### src/ata_pio_pkg.sv
package ata_pio_pkg;
    // Clock and busy timing
    localparam int CLK_PERIOD_NS = 20;
    localparam int BUSY_MAX_NS = 400;
    localparam int BUSY_MAX_CYC = (BUSY_MAX_NS / CLK_PERIOD_NS < 1) ? 1 :
        BUSY_MAX_NS / CLK_PERIOD_NS;
    // Block geometry
    localparam int BLOCK_BYTES = 512;
    localparam int WORDS_PER_BLOCK = BLOCK_BYTES / 2;
    localparam logic [7:0] LAST_WORD = 8'(WORDS_PER_BLOCK - 1);
    // Register byte offsets
    localparam logic [7:0] OFS_DATA = 8'h00;
    localparam logic [7:0] OFS_FEATURE = 8'h04;
    localparam logic [7:0] OFS_COUNT = 8'h08;
    localparam logic [7:0] OFS_SECTOR = 8'h0c;
    localparam logic [7:0] OFS_CYL_LO = 8'h10;
    localparam logic [7:0] OFS_CYL_HI = 8'h14;
    localparam logic [7:0] OFS_DEV_HEAD = 8'h18;
    localparam logic [7:0] OFS_STAT_CMD = 8'h1c;
    localparam logic [7:0] OFS_ALT_STAT = 8'h20;
    // Status and error register bit positions
    localparam int ST_BSY = 7;
    localparam int ST_DRDY = 6;
    localparam int ST_DSC = 4;
    localparam int ST_DRQ = 3;
    localparam int ST_ERR = 0;
    localparam int ERR_ABRT = 2;
    // Command codes
    localparam logic [7:0] CMD_IDENTIFY = 8'hec;
    localparam logic [7:0] CMD_SET_MULT = 8'hc6;
    // Identify fixed words
    localparam logic [15:0] ID_W0 = 16'h045a;
    localparam logic [15:0] ID_W2 = 16'hc837;
    localparam logic [15:0] ID_W20 = 16'h0003;
    localparam logic [15:0] ID_W21 = 16'h4000;
    localparam logic [15:0] ID_W22 = 16'h0004;
    localparam logic [7:0] ID_W47_HI = 8'h80;
    localparam logic [15:0] ID_W49 = 16'h0b00;
    localparam logic [15:0] ID_W50 = 16'h4000;
    localparam logic [15:0] ID_W51 = 16'h0200;
    localparam logic [15:0] ID_W53 = 16'h0007;
    localparam logic [15:0] ID_W64 = 16'h0003;
    localparam logic [15:0] ID_DMA_CYC = 16'h0078;
    localparam logic [15:0] ID_W67 = 16'h00f0;
    localparam logic [15:0] ID_W75 = 16'h0000;
    localparam logic [15:0] ID_ASCII_PAD = 16'h2020;
    // AXI responses
    localparam logic [1:0] RESP_OKAY = 2'b00;
    localparam logic [1:0] RESP_DECERR = 2'b11;

    typedef enum logic [2:0] {
        S_IDLE, S_PREP_IN, S_DRQ_IN, S_INTR, S_PREP_OUT, S_DRQ_OUT, S_ND_BUSY
    } state_t;
endpackage

### src/ata_pio_in_command_accept.sv
`timescale 1ns/1ps
// Contract
// RULE1 - Commands are taken only while busy is clear; host never writes during busy.
// RULE2 - Class one command raises busy within 400 ns of the command write.
// RULE3 - Class two: busy within 400 ns, prepare buffer, data request, busy off.
// RULE4 - Host must not rely on seeing busy for class two commands.
// RULE5 - Data-in commands move one or more 512-byte blocks to the host.
// RULE6 - Host loads task parameters before writing the command code.
// RULE7 - Busy while preparing; data request and busy clear precede interrupt.
// RULE8 - Host reads status first, then exactly one block of data.
// RULE9 - Reading status drops the interrupt request.
// RULE10 - After a block, clear data request; more blocks set busy and repeat.
// RULE11 - Identify sets busy, fills block, raises data request and interrupt.
// RULE12 - Reserved bits and words of identify read as zero.
// RULE13 - Words 0, 2, 20, 21, 22 read 045Ah, C837h, 0003h, 4000h, 0004h.
// RULE14 - Word 47 holds 80h upper byte and max multiple count, giving 8010h.
// RULE15 - Word 49 reads 0B00h: IORDY, IORDY disable, LBA, DMA support.
// RULE16 - Word 53 reads 0007h flagging words 88, 64-70, 54-58 valid.
// RULE17 - Word 59 bit 8 marks valid multiple setting, bits 7-0 its count.
// RULE18 - Word 51 reads 0200h; word 64 reads 0003h for PIO modes 3, 4.
// RULE19 - Words 65, 66, 68 read 0078h; word 67 reads 00F0h.
// RULE20 - Word 63 gives active DMA mode high, supported modes low.
// RULE21 - Word 75 reads 0000h, queue depth in bits 4-0.
// RULE22 - Identify words delivered from word 0, one per data read.
module ata_pio_in_command_accept #(
    parameter int PREP_CYCLES = 4,
    parameter logic [7:0] MAX_MULTI = 8'h10,
    parameter logic [15:0] LOG_CYLS = 16'h0400,
    parameter logic [15:0] LOG_HEADS = 16'h0010,
    parameter logic [15:0] LOG_SPT = 16'h003f,
    parameter logic [31:0] LBA_TOTAL = 32'h000f_c000,
    parameter logic [7:0] DMA_ACTIVE = 8'h00,
    parameter logic [7:0] DMA_SUPPORTED = 8'h07
) (
    input wire logic aclk,
    input wire logic aresetn,
    input wire logic [7:0] s_axi_awaddr,
    input wire logic s_axi_awvalid,
    output logic s_axi_awready,
    input wire logic [31:0] s_axi_wdata,
    input wire logic [3:0] s_axi_wstrb,
    input wire logic s_axi_wvalid,
    output logic s_axi_wready,
    output logic [1:0] s_axi_bresp,
    output logic s_axi_bvalid,
    input wire logic s_axi_bready,
    input wire logic [7:0] s_axi_araddr,
    input wire logic s_axi_arvalid,
    output logic s_axi_arready,
    output logic [31:0] s_axi_rdata,
    output logic [1:0] s_axi_rresp,
    output logic s_axi_rvalid,
    input wire logic s_axi_rready,
    output logic intrq,
    output logic [7:0] cmd_code,
    output logic cmd_start,
    output logic [27:0] lba,
    output logic blk_req,
    input wire logic blk_ready,
    output logic [7:0] buf_addr,
    input wire logic [15:0] buf_rdata,
    output logic buf_wvalid,
    output logic [15:0] buf_wdata
);
    import ata_pio_pkg::*;

    localparam int PC_W = $clog2(PREP_CYCLES + 1);
    localparam logic [PC_W-1:0] PREP_LOAD = PC_W'(PREP_CYCLES);

    function automatic logic is_pio_in(input logic [7:0] c);
        is_pio_in = (c == 8'h20) || (c == 8'h21) || (c == 8'h22) ||
            (c == 8'h23) || (c == 8'hc4) || (c == 8'he4) || (c == CMD_IDENTIFY);
    endfunction

    function automatic logic is_pio_out(input logic [7:0] c);
        is_pio_out = (c == 8'h30) || (c == 8'h31) || (c == 8'h32) ||
            (c == 8'h33) || (c == 8'he8) || (c == 8'h50);
    endfunction

    function automatic logic is_mapped(input logic [7:0] a);
        is_mapped = (a == OFS_DATA) || (a == OFS_FEATURE) ||
            (a == OFS_COUNT) || (a == OFS_SECTOR) || (a == OFS_CYL_LO) ||
            (a == OFS_CYL_HI) || (a == OFS_DEV_HEAD) ||
            (a == OFS_STAT_CMD) || (a == OFS_ALT_STAT);
    endfunction

    function automatic logic [15:0] ident_word(input logic [7:0] w,
            input logic mult_ok, input logic [7:0] mult);
        ident_word = 16'h0000; // RULE12
        case (w)
            8'd0: ident_word = ID_W0; // RULE13
            8'd1, 8'd54: ident_word = LOG_CYLS;
            8'd2: ident_word = ID_W2; // RULE13
            8'd3, 8'd55: ident_word = LOG_HEADS;
            8'd6, 8'd56: ident_word = LOG_SPT;
            8'd20: ident_word = ID_W20; // RULE13
            8'd21: ident_word = ID_W21; // RULE13
            8'd22: ident_word = ID_W22; // RULE13
            8'd47: ident_word = {ID_W47_HI, MAX_MULTI}; // RULE14
            8'd49: ident_word = ID_W49; // RULE15
            8'd50: ident_word = ID_W50;
            8'd51: ident_word = ID_W51; // RULE18
            8'd53: ident_word = ID_W53; // RULE16
            8'd57, 8'd60: ident_word = LBA_TOTAL[15:0];
            8'd58, 8'd61: ident_word = LBA_TOTAL[31:16];
            8'd59: ident_word = {7'h00, mult_ok, mult}; // RULE17
            8'd63: ident_word = {DMA_ACTIVE, DMA_SUPPORTED}; // RULE20
            8'd64: ident_word = ID_W64; // RULE18
            8'd65, 8'd66, 8'd68: ident_word = ID_DMA_CYC; // RULE19
            8'd67: ident_word = ID_W67; // RULE19
            8'd75: ident_word = ID_W75; // RULE21
            default: begin
                if (w >= 8'd10 && w <= 8'd46 && w != 8'd20 &&
                        w != 8'd21 && w != 8'd22) begin
                    ident_word = ID_ASCII_PAD;
                end
            end
        endcase
    endfunction

    state_t state_q;
    logic bsy_q, drq_q, err_q, ident_q, mult_ok_q;
    logic [7:0] feature_q, count_q, sector_q, cyl_lo_q, cyl_hi_q, dh_q;
    logic [7:0] mult_q, error_q;
    logic [8:0] blocks_q;
    logic [PC_W-1:0] prep_q;
    logic aw_held_q, w_held_q;
    logic [7:0] awaddr_q;
    logic [31:0] wdata_q;
    logic [3:0] wstrb_q;
    logic aw_hs, w_hs, ar_hs, do_wr, aw_held_d, w_held_d, bvalid_d, rvalid_d;
    logic wr_lo, cmd_wr, data_rd, data_wr, stat_rd;
    logic [7:0] status;

    assign aw_hs = s_axi_awvalid && s_axi_awready;
    assign w_hs = s_axi_wvalid && s_axi_wready;
    assign ar_hs = s_axi_arvalid && s_axi_arready;
    assign do_wr = aw_held_q && w_held_q && !s_axi_bvalid;
    assign wr_lo = do_wr && wstrb_q[0];
    assign cmd_wr = wr_lo && awaddr_q == OFS_STAT_CMD && !bsy_q; // RULE1
    assign data_wr = do_wr && awaddr_q == OFS_DATA && state_q == S_DRQ_OUT;
    assign data_rd = ar_hs && s_axi_araddr == OFS_DATA && drq_q &&
        (state_q == S_DRQ_IN || state_q == S_INTR);
    assign stat_rd = ar_hs && s_axi_araddr == OFS_STAT_CMD;
    assign status = {bsy_q, 1'b1, 1'b0, 1'b1, drq_q, 2'b00, err_q};

    always_comb begin
        aw_held_d = aw_held_q;
        w_held_d = w_held_q;
        bvalid_d = s_axi_bvalid;
        rvalid_d = s_axi_rvalid;
        if (aw_hs) begin
            aw_held_d = 1'b1;
        end
        if (w_hs) begin
            w_held_d = 1'b1;
        end
        if (s_axi_bvalid && s_axi_bready) begin
            bvalid_d = 1'b0;
        end
        if (do_wr) begin
            aw_held_d = 1'b0;
            w_held_d = 1'b0;
            bvalid_d = 1'b1;
        end
        if (s_axi_rvalid && s_axi_rready) begin
            rvalid_d = 1'b0;
        end
        if (ar_hs) begin
            rvalid_d = 1'b1;
        end
    end

    // Write address and data capture
    always_ff @(posedge aclk) begin
        if (!aresetn) begin
            aw_held_q <= 1'b0;
            w_held_q <= 1'b0;
            awaddr_q <= 8'h00;
            wdata_q <= 32'h0000_0000;
            wstrb_q <= 4'h0;
            s_axi_awready <= 1'b0;
            s_axi_wready <= 1'b0;
            s_axi_bvalid <= 1'b0;
            s_axi_bresp <= RESP_OKAY;
        end else begin
            aw_held_q <= aw_held_d;
            w_held_q <= w_held_d;
            s_axi_awready <= !aw_held_d;
            s_axi_wready <= !w_held_d;
            s_axi_bvalid <= bvalid_d;
            if (aw_hs) begin
                awaddr_q <= s_axi_awaddr;
            end
            if (w_hs) begin
                wdata_q <= s_axi_wdata;
                wstrb_q <= s_axi_wstrb;
            end
            if (do_wr) begin
                s_axi_bresp <= is_mapped(awaddr_q) ? RESP_OKAY : RESP_DECERR;
            end
        end
    end

    // Read channel
    always_ff @(posedge aclk) begin
        if (!aresetn) begin
            s_axi_arready <= 1'b0;
            s_axi_rvalid <= 1'b0;
            s_axi_rdata <= 32'h0000_0000;
            s_axi_rresp <= RESP_OKAY;
        end else begin
            s_axi_rvalid <= rvalid_d;
            s_axi_arready <= !rvalid_d;
            if (ar_hs) begin
                s_axi_rresp <= is_mapped(s_axi_araddr) ? RESP_OKAY :
                    RESP_DECERR;
                case (s_axi_araddr)
                    OFS_DATA: s_axi_rdata <= !data_rd ? 32'h0000_0000 :
                        {16'h0000, ident_q ?
                        ident_word(buf_addr, mult_ok_q, mult_q) :
                        buf_rdata}; // RULE22
                    OFS_FEATURE: s_axi_rdata <= {24'h000000, error_q};
                    OFS_COUNT: s_axi_rdata <= {24'h000000, count_q};
                    OFS_SECTOR: s_axi_rdata <= {24'h000000, sector_q};
                    OFS_CYL_LO: s_axi_rdata <= {24'h000000, cyl_lo_q};
                    OFS_CYL_HI: s_axi_rdata <= {24'h000000, cyl_hi_q};
                    OFS_DEV_HEAD: s_axi_rdata <= {24'h000000, dh_q};
                    OFS_STAT_CMD, OFS_ALT_STAT:
                        s_axi_rdata <= {24'h000000, status};
                    default: s_axi_rdata <= 32'h0000_0000;
                endcase
            end
        end
    end

    // Task-file parameter registers
    always_ff @(posedge aclk) begin
        if (!aresetn) begin
            feature_q <= 8'h00;
            count_q <= 8'h01;
            sector_q <= 8'h01;
            cyl_lo_q <= 8'h00;
            cyl_hi_q <= 8'h00;
            dh_q <= 8'h00;
        end else if (wr_lo && !bsy_q) begin
            case (awaddr_q)
                OFS_FEATURE: feature_q <= wdata_q[7:0];
                OFS_COUNT: count_q <= wdata_q[7:0];
                OFS_SECTOR: sector_q <= wdata_q[7:0];
                OFS_CYL_LO: cyl_lo_q <= wdata_q[7:0];
                OFS_CYL_HI: cyl_hi_q <= wdata_q[7:0];
                OFS_DEV_HEAD: dh_q <= wdata_q[7:0];
                default: begin
                end
            endcase
        end
    end

    // Interrupt request
    always_ff @(posedge aclk) begin
        if (!aresetn) begin
            intrq <= 1'b0;
        end else if (state_q == S_INTR && !intrq && !data_rd) begin
            intrq <= 1'b1; // RULE7
        end else if (stat_rd || cmd_wr) begin
            intrq <= 1'b0; // RULE9
        end
    end

    // Command sequencer
    always_ff @(posedge aclk) begin
        if (!aresetn) begin
            state_q <= S_IDLE;
            bsy_q <= 1'b0;
            drq_q <= 1'b0;
            err_q <= 1'b0;
            error_q <= 8'h00;
            ident_q <= 1'b0;
            mult_q <= 8'h00;
            mult_ok_q <= 1'b0;
            blocks_q <= 9'h000;
            prep_q <= '0;
            cmd_code <= 8'h00;
            cmd_start <= 1'b0;
            lba <= 28'h0000000;
            blk_req <= 1'b0;
            buf_addr <= 8'h00;
            buf_wvalid <= 1'b0;
            buf_wdata <= 16'h0000;
        end else begin
            cmd_start <= 1'b0;
            buf_wvalid <= 1'b0;
            if (cmd_wr) begin
                bsy_q <= 1'b1; // RULE2
                drq_q <= 1'b0;
                err_q <= 1'b0;
                error_q <= 8'h00;
                cmd_code <= wdata_q[7:0];
                cmd_start <= 1'b1;
                lba <= {dh_q[3:0], cyl_hi_q, cyl_lo_q, sector_q}; // RULE6
                blocks_q <= (count_q == 8'h00) ? 9'h100 : {1'b0, count_q};
                ident_q <= wdata_q[7:0] == CMD_IDENTIFY; // RULE11
                buf_addr <= 8'h00;
                prep_q <= PREP_LOAD;
                if (is_pio_in(wdata_q[7:0])) begin
                    state_q <= S_PREP_IN; // RULE5
                    blk_req <= wdata_q[7:0] != CMD_IDENTIFY;
                end else if (is_pio_out(wdata_q[7:0])) begin
                    state_q <= S_PREP_OUT; // RULE3
                end else begin
                    state_q <= S_ND_BUSY;
                end
            end else begin
                case (state_q)
                    S_IDLE: begin
                    end
                    S_PREP_IN: begin
                        if (ident_q || blk_ready) begin
                            blk_req <= 1'b0;
                            drq_q <= 1'b1; // RULE7
                            bsy_q <= 1'b0; // RULE7
                            buf_addr <= 8'h00; // RULE22
                            state_q <= S_INTR;
                        end
                    end
                    S_INTR, S_DRQ_IN: begin
                        if (state_q == S_INTR && !intrq) begin
                            state_q <= S_DRQ_IN;
                        end
                        if (data_rd) begin
                            buf_addr <= buf_addr + 8'h01; // RULE22
                            if (buf_addr == LAST_WORD) begin
                                drq_q <= 1'b0; // RULE10
                                if (blocks_q > 9'h001 && !ident_q) begin
                                    blocks_q <= blocks_q - 9'h001;
                                    bsy_q <= 1'b1; // RULE10
                                    blk_req <= 1'b1;
                                    state_q <= S_PREP_IN;
                                end else begin
                                    state_q <= S_IDLE;
                                end
                            end
                        end
                    end
                    S_PREP_OUT: begin
                        if (prep_q != '0) begin
                            prep_q <= prep_q - PC_W'(1);
                        end else begin
                            drq_q <= 1'b1; // RULE3
                            bsy_q <= 1'b0; // RULE3
                            buf_addr <= 8'h00;
                            state_q <= S_DRQ_OUT;
                        end
                    end
                    S_DRQ_OUT: begin
                        if (data_wr) begin
                            buf_wvalid <= 1'b1;
                            buf_wdata <= wdata_q[15:0];
                            buf_addr <= buf_addr + 8'h01;
                            if (buf_addr == LAST_WORD) begin
                                drq_q <= 1'b0;
                                if (blocks_q > 9'h001) begin
                                    blocks_q <= blocks_q - 9'h001;
                                    bsy_q <= 1'b1;
                                    prep_q <= PREP_LOAD;
                                    state_q <= S_PREP_OUT;
                                end else begin
                                    state_q <= S_IDLE;
                                end
                            end
                        end
                    end
                    S_ND_BUSY: begin
                        if (prep_q != '0) begin
                            prep_q <= prep_q - PC_W'(1);
                        end else begin
                            bsy_q <= 1'b0;
                            state_q <= S_IDLE;
                            if (cmd_code == CMD_SET_MULT) begin
                                if (count_q <= MAX_MULTI) begin
                                    mult_q <= count_q;
                                    mult_ok_q <= count_q != 8'h00;
                                end else begin
                                    err_q <= 1'b1;
                                    error_q[ERR_ABRT] <= 1'b1;
                                end
                            end
                        end
                    end
                    default: state_q <= S_IDLE;
                endcase
            end
        end
    end
endmodule

### config.mk
export PLATFORM = sky130hd
export DESIGN_NAME = ata_pio_in_command_accept
export DESIGN_NICKNAME = d
export VERILOG_FILES = /design/src/ata_pio_pkg.sv /design/src/ata_pio_in_command_accept.sv
export SDC_FILE = /design/constraint.sdc
export NUM_CORES = 1
export LEC_CHECK = 0
export BUFFER_PORTS_ARGS = -buffer_cell sky130_fd_sc_hd__buf_2
export CAP_MARGIN = 10
export CORE_ASPECT_RATIO = 1.75
export CORE_MARGIN = 2
export CORE_UTILIZATION = 50
export DETAILED_ROUTE_END_ITERATION = 8
export PLACE_DENSITY_LB_ADDON = 0.15
export SLEW_MARGIN = 25
export SYNTH_ARGS = -nofsm -noshare
export SYNTH_HDL_FRONTEND = slang
export SYNTH_SLANG_ARGS = --single-unit
export TNS_END_PERCENT = 1
### constraint.sdc
create_clock -name aclk -period 2.5 [get_ports aclk]
set_clock_uncertainty 0.2 [all_clocks]
set_input_delay 0.125 -clock aclk [delete_from_list [all_inputs] [get_ports aclk]]
set_output_delay 0.125 -clock aclk [all_outputs]
set_load 0.005 [all_outputs]
# After elaboration in Yosys (flattened, before gate mapping)
# Index checks and enable logic that the tools add are counted.
[classes]
add_sub_neg = 3
div = 0
bitwise_logic = 5
shifts = 0
n_mux = 72
multipliers = 0
order_cmp = 4
n_eq_ne = 88
reduce_logical = 106
[op_table]
columns = ["op", "n"]
rows = [
  ["16-bit case mux with 18 select lines", 1],
  ["8-bit by 6-bit equality test with 1-bit output, second input constant", 24],
  ["16-bit case mux with 8 select lines", 1],
  ["8-bit by 5-bit equality test with 1-bit output, second input constant", 11],
  ["9-bit two-way mux", 8],
  ["8-bit by 7-bit equality test with 1-bit output, second input constant", 7],
  ["8-bit equality test, second input constant", 6],
  ["3-bit two-way mux", 16],
  ["8-bit by 4-bit equality test with 1-bit output, second input constant", 4],
  ["8-bit logical NOT", 4],
  ["16-bit two-way mux", 2],
  ["8-bit two-way mux", 4],
  ["8-bit case mux with 4 select lines", 1],
  ["1-bit logical OR", 30],
  ["1-bit two-way mux", 29],
  ["8-bit by 3-bit equality test with 1-bit output, second input constant", 3],
  ["1-bit logical AND", 24],
  ["3-bit != test, second input constant", 8],
  ["8-bit by 5-bit != test with 1-bit output, second input constant", 3],
  ["2-bit OR reduction", 12],
  ["5-bit AND reduction", 4],
  ["3-bit case mux with 6 select lines", 1],
  ["9-bit case mux with 2 select lines", 1],
  ["8-bit by 2-bit equality test with 1-bit output, second input constant", 2],
  ["other kinds (36)", 72],
]
[totals]
wordCells = 314
output_inout_bits = 105
rom_bits = 0
latch_bits = 0
input_bits = 76
ramBits = 0
ff_bits = 200
mem_count = 0

# Depth between registers and ports, before layout
# Gate-level depths: netlist of run 1.
[depth]
ltp_word = 10
mapped_depth = 8
mapped_depth_nobuf = 7

# Least setup slack after synthesis of run 1
# OpenSTA, ideal clock, no wires.
[synth_timing]
kind = "register to register"
startpoint = "reg buf_addr[1]"
endpoint = "reg bsy_q"
stages_incl_launch_ff = 8
path_buffers = 1
setup_ns = 0.086
required_ns = 2.214
t_arrival_ns = 2.386
synth_period_minus_slack_ns = 2.671
slack_ns = -0.171
path_cell_list = "dfxtp_1 > ha_1 > clkbuf_1 > nand3_1 > or3_1 > or4_1 > a221o_1 > a211oi_1"
[synth_via]
elab_chain_cells = 3
word_cells_on_any_way = 4
cone_classes = "eq/ne (3); reduce/logical (1)"
[synth_lines]
columns = ["item", "line", "rtl"]
rows = [
  ["from (decl)", "ata_pio_in_command_accept.sv:60", "output logic [7:0] buf_addr,"],
  ["from (signal assigned)", "ata_pio_in_command_accept.sv:332", "buf_addr <= buf_addr + 8'h01;"],
  ["from (signal assigned)", "ata_pio_in_command_accept.sv:360", "buf_addr <= buf_addr + 8'h01;"],
  ["8-bit equality test *", "ata_pio_in_command_accept.sv:333, ata_pio_in_command_accept.sv:361", ""],
  ["3-bit by 2-bit != test with 1-bit output (no source line) / 3-bit != test (equally long branches)", "-", ""],
  ["9-bit AND reduction (no source line) *", "-", ""],
  ["to (signal assigned)", "ata_pio_in_command_accept.sv:337", "bsy_q <= 1'b1;"],
  ["to (signal assigned)", "ata_pio_in_command_accept.sv:365", "bsy_q <= 1'b1;"],
  ["to (signal assigned)", "ata_pio_in_command_accept.sv:378", "bsy_q <= 1'b0;"],
  ["to (decl)", "ata_pio_in_command_accept.sv:122", "logic bsy_q, drq_q, err_q, ident_q, mult_ok_q;"],
]
# Every way passes the cells marked *; elsewhere a longest branch is shown, timed or not.
# A chain may end at the register's enable or synchronous reset.

# Final worst setup path of run 1
[layout_timing]
startpoint = "reg s_axi_bvalid"
endpoint = "reg blk_req"
[layout_via]
elab_chain_cells = 7
word_cells_on_any_way = 13
cone_classes = "eq/ne (5); mux (1); reduce/logical (7)"
[layout_lines]
columns = ["item", "line", "rtl"]
rows = [
  ["from (decl)", "ata_pio_in_command_accept.sv:45", "output logic s_axi_bvalid,"],
  ["from (signal assigned)", "ata_pio_in_command_accept.sv:191", "s_axi_bvalid <= bvalid_d;"],
  ["1-bit logical NOT *", "ata_pio_in_command_accept.sv:138", "assign do_wr = aw_held_q && w_held_q && !s_axi_bvalid;"],
  ["1-bit logical AND *", "ata_pio_in_command_accept.sv:138", ""],
  ["1-bit logical AND *", "ata_pio_in_command_accept.sv:139", "assign wr_lo = do_wr && wstrb_q[0];"],
  ["1-bit logical AND * (2 in series)", "ata_pio_in_command_accept.sv:140", "assign cmd_wr = wr_lo && awaddr_q == OFS_STAT_CMD && !bsy_q;"],
  ["3-bit != test (no source line), or another cell as far along", "-", ""],
  ["6-bit AND reduction (no source line)", "-", ""],
  ["to (signal assigned)", "ata_pio_in_command_accept.sv:287", "blk_req <= 1'b0;"],
  ["to (signal assigned)", "ata_pio_in_command_accept.sv:308", "blk_req <= wdata_q[7:0] != CMD_IDENTIFY;"],
  ["to (signal assigned)", "ata_pio_in_command_accept.sv:320", "blk_req <= 1'b0;"],
  ["to (decl)", "ata_pio_in_command_accept.sv:58", "output logic blk_req,"],
]
# Marks and branches as above.

==> results, run 1 <==
- The routed wirelength normalized by instance count is about 19 um.
- The I/O pin total is ~180.
- The number of antenna cells inserted is 0.
- By area the synthesized netlist is led by sky130_fd_sc_hd__dfxtp_1 (41%), sky130_fd_sc_hd__nand2_1 (7.9%), sky130_fd_sc_hd__a21oi_1 (6.7%), sky130_fd_sc_hd__mux2i_1 (5.8%), sky130_fd_sc_hd__nor2_1 (3.5%).
- The routed wire length on met2 is around 15,000 um.
- The cell sitting at the root of the clock tree is a sky130_fd_sc_hd__clkbuf_16.
- The worst-skew pair later-pin latency is roughly 0.44 ns.
- In this run the tightest slew margin relative to its limit is about 59%.
- The number of standard cells in the layout, taps in and fillers out is approximately 1,500.
- The run finished with clean final reports.
- After detailed routing, the total wire length is about 29,000 um.
- Setup violations remaining at the end of the flow were counted as 0.
- For the pin with the worst max-slew slack, the measured transition is 0.606 ns.
- The uppermost signal routing layer after detailed routing is met4.
- In this run the number of H-tree levels came out at 4.
- The timing startpoint of the critical path is s_axi_bvalid$_SDFFE_PN0P_.
- The TritonCTS clock tree is yes.
- The final critical-path required period is 2.48 ns.
- The via count of the first global-routing pass was 8,708.
- STA classifies the critical path startpoint as a register.
- Cells with a size suffix above 1 make up between 20% and 30% of the layout.
- The number of I/O port buffers is 145.
- The synthesized area per cell is 8.13 um2.
- The die extent in y is 179 um.
- Entering global routing, the biggest net connects 104 pins.
- The library cell used most frequently in the layout, excluding fill and tap cells, is sky130_fd_sc_hd__nand2_1.
- The number of antenna-violating nets in the routed design is 0.
- The reg-to-reg startpoint is s_axi_bvalid$_SDFFE_PN0P_.
- The number of pins with negative max-slew slack in the final report is 0.
- The share of synthesized area in the top cell type comes to 41.4%.
- The clock passes through at most 2 buffers.
- The count of maximum capacitance violations is 0.
- Once placement completed, the tool counted placed cells totaling roughly 1,500.
- Across all layers, the routed design uses 8,907 vias.
- The portion of the clock cycle consumed by the worst path in the final layout is just under 100%.
- The detail-routed via count per cell is 5.75.
- The row count is between 60 and 70.
- Clock-pin slew was measured on the worst setup and hold paths at 0.07 ns.
- Setup repair after global routing could not meet its margin everywhere.
- The area of the die is 0.0187 mm2.
- The most frequently used flop master after synthesis is sky130_fd_sc_hd__dfxtp_1.
- The critical path required time is 2.63 ns.
- The capturing element type of the critical path is a register.
- The die width is 104 um.
- Summed over all instances, the cell type with the most area after synthesis is sky130_fd_sc_hd__dfxtp_1.
- In the layout the commonest cells are sky130_fd_sc_hd__nand2_1 (186), sky130_fd_sc_hd__dfxtp_1 (179), sky130_fd_sc_hd__buf_2 (145), sky130_fd_sc_hd__a21oi_1 (117).
- The number of flops mapped to enable cells by yosys is 0.
- The CTS buffer count is 17.
- In this run, the number of DRC markers left after iteration 0 of detailed routing was between 500 and 600.
- The number of antenna violations at the first check in global routing is 0.
- The final HPWL from detailed placement is 20,300 um.
- The total length of routed met3 wires is 1330 um.
- The overflow left after global routing is 0.
- After detailed routing, the number of remaining DRC violations is 0.
- In the synthesized netlist the async set-or-reset flop fraction comes to 0%.
- The total number of clock tree sinks is about 180.
- VDD sags by at most 0.486 mV.
- At the placement stage, the worst setup path has a slack of -0.0607 ns.
- The global-route wire length before repair is 45,700 um.
- Compared with the post-synthesis result, the final layout area differs by 29.1%.
- The Yosys step of the flow raised 0 warnings.
- The starting utilization of the core area is 50.6%.
- The area of the placeable core is 0.0174 mm2.
- In this run the most critical hold path is launched from s_axi_araddr[0].
- The static leakage power is 0.00458 uW.
- The total global-route track usage is 30.5%.
- The start-to-end type of the worst setup path is register to register.
- The data arrival at the endpoint of the critical path is approximately 2.6 ns.
- After technology mapping, the gate count stands at 1,082.
- The number of detailed-routing iterations run before antenna repair is 5.
- Summing the sequential cell areas from Yosys gives between 40% and 50% of the chip area.
- The layout filler cell count is ~1,500.
- The weighted congestion reported at the end of routability-driven placement is 0.983.
- The largest fanout on the critical path is 4.
- The worst hold path belongs to the class input port to register.
- On the final layout, the worst hold slack is around 0.075 ns.
- The utilization of the core after routing is 65.3%.
- The number of hold violations in the final report is 0.
- After the last flow step, the layout net total stands at approximately 1,400.
- The area of the mapped netlist is approximately 0.0088 mm2.
- The detailed router put a total of about 11,000 um of wire on met1.
- The synthesized flop and latch total is around 180.
- The power density normalized to cell area is between 500 and 600 mW/mm2.
- The final worst setup slack is 0.0237 ns.
- Yosys mapped the design onto 80 distinct sky130hd cell types.
- Timing would allow up to 0.404 GHz.
final cells by class:
type,instances,area (um2),area share (%)
clock buffers,18,429,3.78
clock inverters,14,164,1.44
inverters,29,111,0.981
multi-input cells,789,4730,41.6
flip-flops and latches,182,3650,32.2
well taps,231,289,2.55
repair buffers,286,1980,17.5
critical path: stages (launching register included):
cell	delay (ns)
sky130_fd_sc_hd__dfxtp_1	0.33
sky130_fd_sc_hd__or4b_4	0.58
sky130_fd_sc_hd__or4_1	0.54
sky130_fd_sc_hd__or4b_4	0.54
sky130_fd_sc_hd__o211ai_1	0.13
sky130_fd_sc_hd__a211oi_1	0.06
what timing repair did:
action / CTS / global route
resized for setup: 4 / 10
pin swaps: 0 / 3
setup buffers: 0 / 1
hold buffers: 54 / 0
setup endpoints to repair: 4 / 23
endpoints found under the hold margin: 49 / 0
logic make-up after synthesis:
family / Yosys count / share of synthesized area, %
other cells: 1 / 0.0426
fa+ha+maj: 8 / 1.14
mux: 56 / 6.44
simple gates: 444 / 25.7
xor+xnor: 2 / 0.199
buf+inv: 126 / 6.26
flops: 182 / 41.4
compound gates: 263 / 18.8
cells in the mapped netlist, types with 9 or more instances:
cell type                  number
sky130_fd_sc_hd__o22ai_1       12
sky130_fd_sc_hd__nand3b_1      11
sky130_fd_sc_hd__a211oi_1      12
sky130_fd_sc_hd__a31oi_1        9
sky130_fd_sc_hd__o21ai_1       15
sky130_fd_sc_hd__nor3_1        19
sky130_fd_sc_hd__and3_1        10
sky130_fd_sc_hd__dfxtp_1      182
sky130_fd_sc_hd__buf_4         18
sky130_fd_sc_hd__a22oi_1       10
sky130_fd_sc_hd__nand3_1       28
sky130_fd_sc_hd__nand2_1      186
sky130_fd_sc_hd__or3_1          9
sky130_fd_sc_hd__and2_1        10
sky130_fd_sc_hd__mux2i_1       51
sky130_fd_sc_hd__nand2b_1      10
sky130_fd_sc_hd__nor4_1        10
sky130_fd_sc_hd__or4_1         10
sky130_fd_sc_hd__clkbuf_1      76
sky130_fd_sc_hd__inv_1         29
sky130_fd_sc_hd__nor2_1        82
sky130_fd_sc_hd__nand4_1        9
sky130_fd_sc_hd__a21oi_1      117
sky130_fd_sc_hd__o21ai_0       19
path summary, 6_finish.rpt:
check | end | cells past startpoint | slack [ns]
setup reg to reg | blk_req$_SDFFE_PN0P_ | 5 | 0.02
hold reg to reg | lba[15]$_SDFFE_PN0P_ | 2 | 0.25
hold / removal | s_axi_rdata[4]$_SDFFE_PN0P_ | 4 | 0.08
setup / recovery | blk_req$_SDFFE_PN0P_ | 5 | 0.02
metal layers:
layer	GRT usage (%)	vias up
li1	-	4259
met1	33.2	4265
met2	56.9	307
met3	4.53	76
met4	14.6	0
met5	0	-
power breakdown:
| group | switching [uW] | internal, uW | total (uW) |
|---|---|---|---|
| sequential | 32.8 | 2930 | 2960 |
| combinational | 265 | 204 | 470 |
| clock | 1240 | 1510 | 2740 |
sequential cells by signal, indices dropped and copies added, names as in the netlist, 9 cells and up:
| register | flops |
|---|---|
| blocks_q | 9 |
| s_axi_rdata | 16 |
| lba | 28 |
| wdata_q | 16 |
| buf_wdata | 16 |
through the flow:
stage / total power [uW] / cell area [um2] / setup TNS [ns]
2_1_floorplan: 3270 / 8860 / -0.00538
3_3_place_gp: 3430 / 10100 / 0
3_5_place_dp: 3430 / 10100 / -0.0882
4_1_cts: 6220 / 11300 / 0
5_1_grt: 6370 / 11400 / -0.264
6_report: 6180 / 11400 / 0
(Power assumes the default switching activity.)
==> run 2, diff against run 1 <==
- CELL_PAD_IN_SITES_DETAIL_PLACEMENT: unset -> 0
- CELL_PAD_IN_SITES_GLOBAL_PLACEMENT: unset -> 2
- CORE_UTILIZATION: 50 -> 29
- clock period: 2.5 -> 2.1 ns (I/O delays scaled with it)
==> run 2 against run 1 <==
  * The flow now finishes with violations (setup timing)
  * Count of clock-buffer cells in the layout unchanged
  * Cell count up 16%
  * Global-route usage down 8.8 points
  * Sequential power up 19%
  * Sequential share of layout area down 3.1 points
  * Critical path type unchanged
  * Critical endpoint unchanged
  * Largest power group unchanged
==> results, run 2 (synthesis gave the netlist of run 1 again) <==
- The die width is 136 um (+30%).
- The largest net degree at the start of global routing is 40 (-62%).
- The worst setup path is launched from a register.
- The number of violations reported at the end of detailed-routing iteration 0 came to 395 (-30%).
- The count of maximum capacitance violations came to 0 (unchanged).
- The met1 track demand over resource in global routing is 22.7% (-10 points).
- The run finished, with violations left.
- The layer flagged by global routing as most heavily used is met2.
- The overflow left after global routing was 0 (unchanged).
- The number of antenna-violating nets in the routed design is 0 (unchanged).
- The number of flip-flops in the largest register is 28 (unchanged).
- The cell depth of the worst min-delay path came to 4 (unchanged).
- The slack of the worst reg-to-reg path is -0.33 ns (-0.36 ns).
- The worst hold path startpoint is s_axi_awvalid.
- The static leakage power was 0.00514 uW (+12%).
- The number of antenna violations at the first check in global routing was 0 (unchanged).
- The final worst setup slack is -0.332 ns (-0.356 ns).
- The starting utilization of the core area is 29.4% (-21 points).
- The global-route wire length before repair is 51,900 um (+14%).
- The maximum ir drop on the vdd rail came to 0.573 mV (+18%).
- The max-slew headroom at the worst pin was 57.1% (-2.4 points).
- The accumulated negative setup slack is -13.74 ns (-13.74 ns).
- The weighted congestion reported at the end of routability-driven placement is 0.843 (-14%).
- The portion of the clock cycle consumed by the worst path in the final layout was 116% (+17 points).
- The die extent in y is 234 um (+31%).
- The worst-skew pair later-pin latency is 0.45 ns (about the same).
- The total global-route track usage is 21.7% (-8.8 points).
- The I/O pin total is 181 (unchanged).
- The area growth from synthesis to layout is 43.2%.
- The power density normalized to cell area came to 597 mW/mm2 (+9.7%).
- The checks that failed: setup timing.
- The largest fanout on the critical path came to 4 (unchanged).
- The data arrival at the endpoint of the critical path is 2.57 ns (-0.04 ns).
- The most frequent standard cell in the layout excluding fill and tap cells is sky130_fd_sc_hd__nand2_1.
- The area of the die came to 0.0318 mm2 (+70%).
- The number of I/O port buffers is 145 (unchanged).
- The layout filler cell count was 3,167 (+110%).
- The detail-routed via count per cell is 4.97 (-14%).
- The number of design rule violations left after detail routing was 0 (unchanged).
- The tree is rooted in a sky130_fd_sc_hd__clkbuf_16.
- The via count of the first global-routing pass is 8,973 (+3.0%).
- The slew at the pin with the worst max-slew slack is 0.642 ns (+0.0367 ns).
- The final critical-path required period is 2.43 ns (-0.0440 ns).
- The number of antenna cells inserted was 0 (unchanged).
- Tracing the worst setup path back leads to its startpoint at awaddr_q[0]$_SDFFE_PN0P_.
- The total number of clock tree sinks is 182 (unchanged).
- The most flop-heavy register is lba.
- The final HPWL from detailed placement was 25,800 um (+27%).
- The timing-limited maximum frequency is 0.411 GHz (+1.8%).
- The number of nets in the final layout is 1,484 (+6.8%).
- The utilization of the core after routing came to 42.1% (-23 points).
- The routed wire length is 34,100 um (+19%).
- The area of the placeable core came to 0.0300 mm2 (+72%).
- The library cells used most frequently in the layout, excluding fill and tap cells, are sky130_fd_sc_hd__nand2_1 (183), sky130_fd_sc_hd__dfxtp_1 (175), sky130_fd_sc_hd__buf_4 (162), sky130_fd_sc_hd__buf_2 (145), sky130_fd_sc_hd__a21oi_1 (109).
- The number of pins with negative max-slew slack in the final report came to 0 (unchanged).
- Setup repair after global routing could not meet its margin everywhere.
- The multi-input combinational cell area is 0.00494 mm2 (+4.5%).
- In this run the critical register-to-register path is captured at blk_req$_SDFFE_PN0P_.
- The worst hold path belongs to the class input port to register.
- The number of setup violations in the final report is 118 (+118).
- The routed wirelength normalized by instance count is 19.0 um (+2.3%).
- The number of vias in the routed layout is 8,947 (+0.45%).
- The sequential cell area in the final layout is 0.00366 mm2 (+0.14%).
- The clock-pin slew on the worst setup and hold paths is 0.07 ns (about the same).
- The row count is 84 (+31%).
- The global-route track usage on met2 is 41.5% (-15 points).
- The number of hold violations in the final report is 0 (unchanged).
- The capturing element type of the critical path is a register.
- The fraction of final layout cells sized beyond drive strength 1 is 31.4% (+8.7 points).
- In this run the critical register-to-register path is launched from awaddr_q[0]$_SDFFE_PN0P_.
- The critical path is of the register to register type.
- The worst hold endpoint is awaddr_q[2]$_SDFFE_PN0P_.
- The met3 layer usage reported by global route was 3.39% (-1.1 points).
- The maximum count of clock buffers along a single path is 2 (unchanged).
- The CTS buffer count was 17 (unchanged).
- The TritonCTS clock tree is yes.
- The worst reg2reg path depth was 5 (unchanged).
- The number of detailed-routing iterations run before antenna repair is 5 (unchanged).
- The critical path required time is 2.24 ns (-0.39 ns).
- The H-tree depth reported by CTS is 4 (unchanged).
-- run 2: report_power, final --
part           switching [uW]  internal, uW
clock                    1540          1820
sequential               35.7          3490
combinational             344           289
-- run 2: timing repair --
action	CTS	global route
resized for setup	49	28
pin swaps	20	16
setup endpoints to repair	129	131
endpoints found under the hold margin	47	0
hold buffers	55	0
gates cloned	0	0
buffers inserted	4	1
-- run 2: through the flow --
stage / hold slack [ns] / area [um2] / instances / worst slack [ns] / power, uW
2_1_floorplan: 0.0410 / 8870 / 1097 / -0.385 / 3900
3_3_place_gp: 0.152 / 11100 / 1708 / -0.379 / 4150
3_5_place_dp: 0.153 / 11100 / 1708 / -0.382 / 4150
4_1_cts: 0.0694 / 12500 / 1799 / -0.302 / 7610
5_1_grt: 0.102 / 12600 / 1800 / -0.370 / 7800
6_report: 0.0811 / 12600 / 1800 / -0.332 / 7510
-- run 2: worst max-delay path by stage --
stage	to	slack (ns)	cells after the start
2_1_floorplan	blk_req$_SDFFE_PN0P_	-0.38	6
3_3_place_gp	blocks_q[8]$_SDFFE_PN0P_	-0.38	5
3_5_place_dp	blocks_q[8]$_SDFFE_PN0P_	-0.38	5
4_1_cts	blk_req$_SDFFE_PN0P_	-0.30	5
5_1_grt	blk_req$_SDFFE_PN0P_	-0.37	5
6_report	blk_req$_SDFFE_PN0P_	-0.33	5
-- run 2: cell type report --
class                      instances  share of cell area (%)
multi-input combinational        789                    39.2
sequential                       182                    29.0
timing repair buffer             381                    22.3
tap                              387                    3.84
clock buffer                      18                    3.49
clock inverter                    14                    1.27
inverter                          29                   0.884
-- run 2: per-layer routing --
layer | up-vias | part of all wire, %
met5 | - | 0
met4 | 0 | 4.1
met3 | 63 | 3.0
met2 | 180 | 55
met1 | 4255 | 38
li1 | 4449 | -
-- run 2: worst max-delay path: stages (launching register included) --
cell                       delay [ns]
sky130_fd_sc_hd__dfxtp_2         0.33
sky130_fd_sc_hd__or4b_4          0.58
sky130_fd_sc_hd__or4_4           0.51
sky130_fd_sc_hd__or4b_4          0.52
sky130_fd_sc_hd__o211ai_1        0.12
sky130_fd_sc_hd__a211oi_1        0.07
